<file path="src/rtl/pwm_trig_pkg.sv">
// Package for the alternate dead-time and trigger postscaler block.
// Assumes a 16-bit register port and a 100 MHz PWM clock.
package pwm_trig_pkg;
   localparam int REG_W = 16;
   localparam int ADDR_W = 4;
   localparam logic [ADDR_W-1:0] ALT_DT_ADDR = 4'h0;
   localparam logic [ADDR_W-1:0] TRIG_CTRL_ADDR = 4'h1;
   localparam logic [ADDR_W-1:0] UPD_CTRL_ADDR = 4'h2;
   localparam int DT_W = 14;
   localparam int DIV_W = 4;
   localparam int DIV_LSB = 12;
   localparam int STRT_W = 6;
   localparam int STRT_LSB = 0;
   localparam int IUE_BIT = 0;
   localparam int STATE_LSB = 8;
   localparam int STATE_W = 2;
   localparam logic [DT_W-1:0] DT_RST = 14'h0000;
   localparam logic [DIV_W-1:0] DIV_RST = 4'h0;
   localparam logic [STRT_W-1:0] STRT_RST = 6'h00;

   typedef enum logic [1:0] {
      ST_OFF = 2'b00,
      ST_WAIT = 2'b01,
      ST_RUN = 2'b10
   } trig_state_t;

   // Register port request as seen by the block
   typedef struct packed {
      logic [ADDR_W-1:0] addr;
      logic [REG_W-1:0] wdata;
      logic wr;
      logic rd;
   } reg_req_t;

   // Events from the time base
   typedef struct packed {
      logic enable;
      logic cycle_start;
      logic trig_event;
   } pwm_evt_t;
endpackage

</file>
<file path="src/rtl/trig_postscaler.sv">
// Trigger start delay and postscaler for one PWM generator.
// Assumes one-cycle event pulses on the same clock as the block.
`timescale 1ns/100ps
`default_nettype none
module trig_postscaler
   import pwm_trig_pkg::*;
(
   input wire logic clk,
   input wire logic rst_n,
   input wire pwm_evt_t evt,
   input wire logic [DIV_W-1:0] trigger_output_divider,
   input wire logic [STRT_W-1:0] trigger_start_delay,
   output logic trig_out,
   output logic [1:0] trig_state
);
   typedef struct packed {
      trig_state_t st;
      logic [STRT_W-1:0] wait_cnt;
      logic [DIV_W-1:0] div_cnt;
      logic trig;
   } ps_state_t;

   ps_state_t s_reg;
   ps_state_t s_next;

   // Start delay counts PWM cycles, then postscaler passes 1 of trigger_output_divider+1 events
   always_comb begin
      s_next = s_reg;
      s_next.trig = 1'b0;
      case (s_reg.st)
         ST_OFF: begin
            s_next.div_cnt = DIV_RST;
            s_next.wait_cnt = STRT_RST;
            if (evt.enable) begin
               s_next.st = (trigger_start_delay == STRT_RST) ?
                           ST_RUN : ST_WAIT;
            end
         end
         ST_WAIT: begin
            if (evt.cycle_start) begin
               s_next.wait_cnt = s_reg.wait_cnt + 6'h01;
               if (s_next.wait_cnt >= trigger_start_delay) begin
                  s_next.st = ST_RUN;
               end
            end
         end
         ST_RUN: begin
            if (evt.trig_event) begin
               // Divider compare uses >= so a lowered value cannot stall
               if (s_reg.div_cnt >= trigger_output_divider) begin
                  s_next.div_cnt = DIV_RST;
                  s_next.trig = 1'b1;
               end else begin
                  s_next.div_cnt = s_reg.div_cnt + 4'h1;
               end
            end
         end
         default: s_next.st = ST_OFF;
      endcase
      if (!evt.enable) begin
         s_next.st = ST_OFF;
         s_next.trig = 1'b0;
      end
   end

   // State register
   always_ff @(posedge clk or negedge rst_n) begin
      if (!rst_n) begin
         s_reg <= '{st: ST_OFF, wait_cnt: STRT_RST, div_cnt: DIV_RST,
                    trig: 1'b0};
      end else begin
         s_reg <= s_next;
      end
   end

   assign trig_out = s_reg.trig;
   assign trig_state = s_reg.st;
endmodule
`default_nettype wire

</file>
<file path="src/rtl/pwm_altdt_trig.sv">
// Alternate dead-time register and ADC trigger postscaler of a PWM generator.
// Holds the three software registers and the postscaler instance.
// Assumes a simple strobe register port and time-base pulses on clk.
// Event inputs come from logic on clk and need no synchroniser.
//
// Decided for this implementation: strobed register access and the register offsets.
`timescale 1ns/100ps
`default_nettype none
module pwm_altdt_trig
   import pwm_trig_pkg::*;
(
   // Clock and reset
   input wire logic clk,
   input wire logic rstn,
   // Register port
   input wire logic [ADDR_W-1:0] addr,
   input wire logic [REG_W-1:0] wdata,
   input wire logic wr,
   input wire logic rd,
   output logic [REG_W-1:0] rdata,
   // Time-base events
   input wire logic pwm_enable,
   input wire logic cycle_start,
   input wire logic trig_event,
   // Dead-time unit and ADC trigger
   output logic [DT_W-1:0] alternate_dead_time_value,
   output logic adc_trigger
);
   ////////////////////////////////////////////////////////////////////////
   // Reset release
   // Reset enters at once but leaves on a clock edge, so no register
   // sees the release in the middle of a cycle
   logic [1:0] rst_sync_reg;
   logic rst_n;

   always_ff @(posedge clk or negedge rstn) begin
      if (!rstn) begin
         rst_sync_reg <= 2'b00;
      end else begin
         rst_sync_reg <= {rst_sync_reg[0], 1'b1};
      end
   end
   // Only the second flip-flop feeds the rest of the block
   assign rst_n = rst_sync_reg[1];

   ////////////////////////////////////////////////////////////////////////
   // Register state
   // dt_buf is what software wrote, dt_act what the dead-time unit uses
   typedef struct packed {
      logic [DT_W-1:0] dt_buf;
      logic [DT_W-1:0] dt_act;
      logic [DIV_W-1:0] div;
      logic [STRT_W-1:0] strt;
      logic immediate_update_select;
      logic [REG_W-1:0] rdata;
   } regs_t;

   regs_t r_reg;
   regs_t r_next;
   reg_req_t req;
   pwm_evt_t evt;
   // Postscaler state, shown in the update control word
   logic [1:0] trig_state;

   // Ports bundled into the package carriers
   assign req = '{addr: addr,
                  wdata: wdata,
                  wr: wr,
                  rd: rd};
   assign evt = '{enable: pwm_enable,
                  cycle_start: cycle_start,
                  trig_event: trig_event};

   ////////////////////////////////////////////////////////////////////////
   // Address decode
   // One decode serves both paths, so a write and a read of the same
   // address always select the same register; unmapped ones select none
   logic sel_alt_dt;
   logic sel_trig_ctrl;
   logic sel_upd_ctrl;
   logic wr_alt_dt;
   logic wr_trig_ctrl;
   logic wr_upd_ctrl;
   logic rd_alt_dt;
   logic rd_trig_ctrl;
   logic rd_upd_ctrl;

   // Register selects
   assign sel_alt_dt = (req.addr == ALT_DT_ADDR);
   assign sel_trig_ctrl = (req.addr == TRIG_CTRL_ADDR);
   assign sel_upd_ctrl = (req.addr == UPD_CTRL_ADDR);

   // Qualified strobes; the master never raises both in one cycle
   assign wr_alt_dt = req.wr && sel_alt_dt;
   assign wr_trig_ctrl = req.wr && sel_trig_ctrl;
   assign wr_upd_ctrl = req.wr && sel_upd_ctrl;
   assign rd_alt_dt = req.rd && sel_alt_dt;
   assign rd_trig_ctrl = req.rd && sel_trig_ctrl;
   assign rd_upd_ctrl = req.rd && sel_upd_ctrl;

   ////////////////////////////////////////////////////////////////////////
   // Write fields
   // Only implemented bits are sliced out, so the upper dead-time bits and
   // the control gap bits are dropped here and never reach the state
   logic [DT_W-1:0] wf_dead_time;
   logic [DIV_W-1:0] wf_divider;
   logic [STRT_W-1:0] wf_start;
   logic wf_immediate;

   // Field slices of the write word
   assign wf_dead_time = req.wdata[DT_W-1:0];
   assign wf_divider = req.wdata[DIV_LSB +: DIV_W];
   assign wf_start = req.wdata[STRT_LSB +: STRT_W];
   assign wf_immediate = req.wdata[IUE_BIT];

   ////////////////////////////////////////////////////////////////////////
   // Read images
   // Each image is the whole word as software sees it; bits that are not
   // implemented are tied to zero here, not left to the read mux
   logic [REG_W-1:0] img_alt_dt;
   logic [REG_W-1:0] img_trig_ctrl;
   logic [REG_W-1:0] img_upd_ctrl;
   logic [REG_W-1:0] rd_word;

   // Dead time: the buffered copy, so a read returns the last write
   // even while a synchronised update is still pending
   assign img_alt_dt = {{(REG_W-DT_W){1'b0}}, r_reg.dt_buf};

   // Trigger control: divider on top, start delay at the bottom
   assign img_trig_ctrl = {r_reg.div, {(DIV_LSB-STRT_W){1'b0}},
                           r_reg.strt};

   // Update control: immediate flag and the postscaler state
   assign img_upd_ctrl = {{(REG_W-STATE_LSB-STATE_W){1'b0}}, trig_state,
                          {(STATE_LSB-IUE_BIT-1){1'b0}}, r_reg.immediate_update_select};

   // Read mux, one bit at a time; selects are one-hot, so idle cycles
   // and unmapped addresses give an all-zero word
   for (genvar b = 0; b < REG_W; b++) begin : g_rd_bit
      assign rd_word[b] = (rd_alt_dt && img_alt_dt[b]) ||
                          (rd_trig_ctrl && img_trig_ctrl[b]) ||
                          (rd_upd_ctrl && img_upd_ctrl[b]);
   end

   ////////////////////////////////////////////////////////////////////////
   // Next state
   // Writes, shadow transfer and read capture all land here
   always_comb begin
      r_next = r_reg;
      // Buffered value moves to active copy on each PWM cycle start while immediate update is off
      if (!r_reg.immediate_update_select && evt.cycle_start) begin
         r_next.dt_act = r_reg.dt_buf;
      end
      // With immediate update off, a write beside a cycle start lands in the buffer and waits for
      // the next cycle start; the older buffer goes live this time
      if (wr_alt_dt) begin
         r_next.dt_buf = wf_dead_time;
         if (r_reg.immediate_update_select) begin
            r_next.dt_act = wf_dead_time;
         end
      end
      // Control fields take the write as it stands
      if (wr_trig_ctrl) begin
         r_next.div = wf_divider;
         r_next.strt = wf_start;
      end
      // Immediate flag sets how later writes land and turns off the cycle-start transfer
      if (wr_upd_ctrl) begin
         r_next.immediate_update_select = wf_immediate;
      end
      // Read data stands for one cycle only, zero otherwise
      r_next.rdata = rd_word;
   end

   ////////////////////////////////////////////////////////////////////////
   // State register
   // All implemented bits clear on reset
   always_ff @(posedge clk or negedge rst_n) begin
      if (!rst_n) begin
         r_reg <= '{dt_buf: DT_RST,
                    dt_act: DT_RST,
                    div: DIV_RST,
                    strt: STRT_RST,
                    immediate_update_select: 1'b0,
                    rdata: '0};
      end else begin
         r_reg <= r_next;
      end
   end

   // Outputs straight from flip-flops
   assign rdata = r_reg.rdata;
   assign alternate_dead_time_value = r_reg.dt_act;

   ////////////////////////////////////////////////////////////////////////
   // Trigger path
   // The postscaler reads the live control fields, so a divider or start
   // change takes hold at the next event; software should set them while
   // the generator is disabled
   logic [DIV_W-1:0] ps_divider;
   logic [STRT_W-1:0] ps_start;

   // Control fields feed the postscaler straight from the flip-flops
   assign ps_divider = r_reg.div;
   assign ps_start = r_reg.strt;

   trig_postscaler u_ps (
      .clk(clk),
      .rst_n(rst_n),
      .evt(evt),
      .trigger_output_divider(ps_divider),
      .trigger_start_delay(ps_start),
      .trig_out(adc_trigger),
      .trig_state(trig_state)
   );
endmodule
`default_nettype wire

</file>
<file path="config.mk">
export PLATFORM = sky130hd
export DESIGN_NAME = pwm_altdt_trig
export DESIGN_NICKNAME = d
export VERILOG_FILES = /design/src/rtl/pwm_trig_pkg.sv /design/src/rtl/trig_postscaler.sv /design/src/rtl/pwm_altdt_trig.sv
export SDC_FILE = /design/constraint.sdc
export NUM_CORES = 1
export LEC_CHECK = 0
export BUFFER_PORTS_ARGS = -buffer_cell sky130_fd_sc_hd__buf_4
export CAP_MARGIN = 20
export CORE_MARGIN = 3
export CORE_UTILIZATION = 56
export DETAILED_ROUTE_END_ITERATION = 7
export PLACE_DENSITY = 0.8
export RECOVER_POWER = 25
export REMOVE_ABC_BUFFERS = 1
export SYNTH_ARGS = -nofsm -noshare
export SYNTH_HDL_FRONTEND = slang
export SYNTH_SLANG_ARGS = --single-unit
</file>
<file path="constraint.sdc">
create_clock -name clk -period 2.7 [get_ports clk]
set_input_delay 0.675 -clock clk [delete_from_list [all_inputs] [get_ports clk]]
set_output_delay 0.675 -clock clk [all_outputs]
set_load 0.01 [all_outputs]
</file>
==> impl_summary.txt <==
----------------------------------------------------
[Yosys]
  Fraction of the mapped netlist area in compound gates ... 0.1014
  Number of enable-type register cells in the synthesized netlist ... 0
  Most frequent cells after synthesis ... 70 x dfrtp_1, 27 x mux2_2, 23 x mux2i_1, 21 x nand2_1, 17 x o21ai_0
  Fraction of synthesized cell area in xor and xnor cells ... 0.01324
  Synth top area cells ... dfrtp_1 53%, mux2_2 9.2%, mux2i_1 7.0%
  Top-area cell type share of the netlist area ... 0.5295
  Post-synthesis share of cell area spent on full adders, half adders and majority gates ... 0.04539
  Synth area leader ... dfrtp_1
  Register bit total from synthesis ... 70
  Most common flop cell mapped by yosys ... dfrtp_1
  Synthesized area ... 3308 sq um
  Proportion of register bits with asynchronous set or reset after synthesis ... 1.000
  Post-synthesis mux area share ... 0.1615
  Number of instances in the synthesized netlist ... 273
  Sequential element share of the synthesized area ... 0.5295
  Largest family of logic cells by synthesized area ... multiplexers
  Cell with the most instances after synthesis ... dfrtp_1
  Post-synthesis average cell area ... 12.12 sq um
  Count of cell types in the netlist ... 44
  Simple-gate portion of the synthesized area ... 0.1085
  Count of synthesis-stage warnings from yosys ... 0

[Die]
  Full die area ... slightly below 7000 sq um
  Number of primary I/O pins ... 58
  Core Footprint ... 5608 sq um
  Die Ht ... 82.86 um
  Initial standard-cell utilization of the core ... 0.5899
  Die W ... 82.86 um
  Number of placement rows ... 27

[STA]
  Hold WS ... 112.1 ps
  Final Critical Period ... 2149 ps
  Max-slew headroom ... 0.2804
  Fmax ... 465.4 MHz
  Setup Skew ... 8.342 ps
  Unrepaired setup endpoints after global routing ... false
  Final count of hold timing violations ... 0
  Final-report max-slew violation count ... 0
  Measured slew at the worst slew-check pin ... 1079 ps
  Final sum of negative setup slack ... 0 ps
  Share of the cycle needed by the critical path after routing ... 0.7957
  Final setup violating endpoints ... 0

[Global routing]
  First-pass GRT wire length ... 11410 um
  Total routing resource utilization after global routing ... 0.2069
  GRT overflow ... 0
  Largest net degree at the start of global routing ... 29
  Antenna violations before repair ... 0
  Number of global-route vias before repair ... 2380

[Power and ir drop]
  Final Total Pwr ... 0.002853 W
  Static leakage ... 1.895 nW
  Max VDD drop ... just over 0.6 mV
  Power per cell area ... between 700 and 800 nW/um^2

[Detailed routing]
  Remaining design rule violation count ... 0
  Final wirelength ... 6704 um
  Initial DRC count ... 83
  Detailed-route wire length per cell ... between 15 and 20 um
  Antenna viol nets, final ... 0
  Overall via count from detail_route ... 2267
  Vias/cell ... between 5 and 6
  Number of search-and-repair iterations in the first detailed-routing pass ... 4

[CTS]
  Clock Sink Count ... 70
  Post-CTS setup buffer count ... 0
  Cell chosen for the clock root ... clkbuf_8
  Number of H-tree levels ... 3
  Clock-pin slew on the worst setup and hold paths ... 70 ps
  Cts hold-fix bufs ... 0
  CTS tree ... yes
  Source-to-sink clock delay at the later pin of the worst-skew pair ... about 340 ps
  Number of buffers inserted during clock tree synthesis ... 9
  Maximum root-to-sink buffer count ... 2
  Resize count post-CTS ... 0

[Worst setup path]
  Type of element capturing the critical path ... flop
  Crit path arrival time ... 2370 ps
  Startpoint class of the critical path ... flop
  Top fanout value on the critical path ... 7
  Kind of critical path ... reg -> reg
  CP Data Required Time ... 2920 ps

[Placement]
  Detailed placer's ending HPWL ... 4785 um
  GPL Wtd Cong ... 0.8041
  Port Buffer Count ... 57

[Flow run]
  Maximum capacitance violations ... 0

[Finish]
  Largest register FFs ... 16
  NumNets Final ... 372
  Share of layout cells above drive strength 1 ... 0.3166
  Number of antenna cells inserted ... 0
  Layout-stage area growth over the synthesis result ... 18.15%

[Min path]
  Path category of the worst min-delay check ... in -> async

[Run status]
  Result of the run ... finished, final reports clean

----------------------------------------------------
cell usage in the layout (no fill, tap or decap), drive strengths merged, types with 4 or more instances in the layout:
cell / n
a22o: 7
nor2: 17
mux2i: 23
and2: 6
buf: 58
clkbuf: 16
o21ai: 20
nand2: 23
mux2: 27
ha: 12
nor3b: 4
dfrtp: 70
inv: 12
nand3: 5
routing by layer:
metal | share of wire | up-vias | global-route usage
li1 | - | 1079 | -
met1 | 0.45 | 1130 | 0.2569
met2 | 0.49 | 47 | 0.3440
met3 | 0.045 | 11 | 0.05853
met4 | 0.020 | 0 | 0.07727
met5 | 0 | - | 0
layout make-up:
class	instances	area [sq um]
multi-input cells	180	1426
repair buffers	60	442.9
well taps	72	90.09
clock buffers	14	142.6
fillers	434	1699
flip-flops and latches	70	1752
inverters	12	45.04
clock inverters	2	10.01
where the power goes:
part | total (W) | internal, W | switching [W]
logic | 0.000729 | 0.000388 | 0.000341
registers | 0.00143 | 0.00125 | 0.000181
clock network | 0.000693 | 0.000333 | 0.000361
kinds of logic after synthesis:
family / Yosys count
compound gates: 46
buf+inv: 23
xor+xnor: 5
flops: 70
fa+ha+maj: 12
mux: 50
other cells: 1
simple gates: 66
final timing paths:
path | startpoint | endpoint | slack (ps) | cells past startpoint
hold / removal | rstn | rst_sync_reg[0] | 110 | 1
setup reg to reg | u_ps.s_reg[7] | u_ps.trig_state[1] | 550 | 7
min in group clk | rst_sync_reg[0] | rst_sync_reg[1] | 370 | 0
hold reg to reg | rst_sync_reg[0] | rst_sync_reg[1] | 370 | 0
max in group asynchronous | rst_sync_reg[1] | u_ps.s_reg[8] | 730 | 1
setup / recovery | u_ps.s_reg[7] | u_ps.trig_state[1] | 550 | 7
worst max-delay path: stages, from the launching register on:
cell and delay (ps):
dfrtp_1 450, and3_1 260, xor2_1 180, ha_1 270
a211oi_1 320, o21a_1 180, o211ai_1 100, a41o_1 270
stage by stage:
stage / instances / utilization / area, sq um / worst slack [ps]
finish: 410 / 0.6970 / 3909 / 551.5
global route: 410 / 0.6970 / 3909 / 354.7
CTS: 410 / 0.6986 / 3918 / 566.3
detailed placement: 394 / 0.6714 / 3765 / 587.2
global placement: 394 / 0.6714 / 3765 / 674.7
floorplan: 262 / - / 3223 / 606.4
No activity file was read; power rests on OpenSTA's default activity.
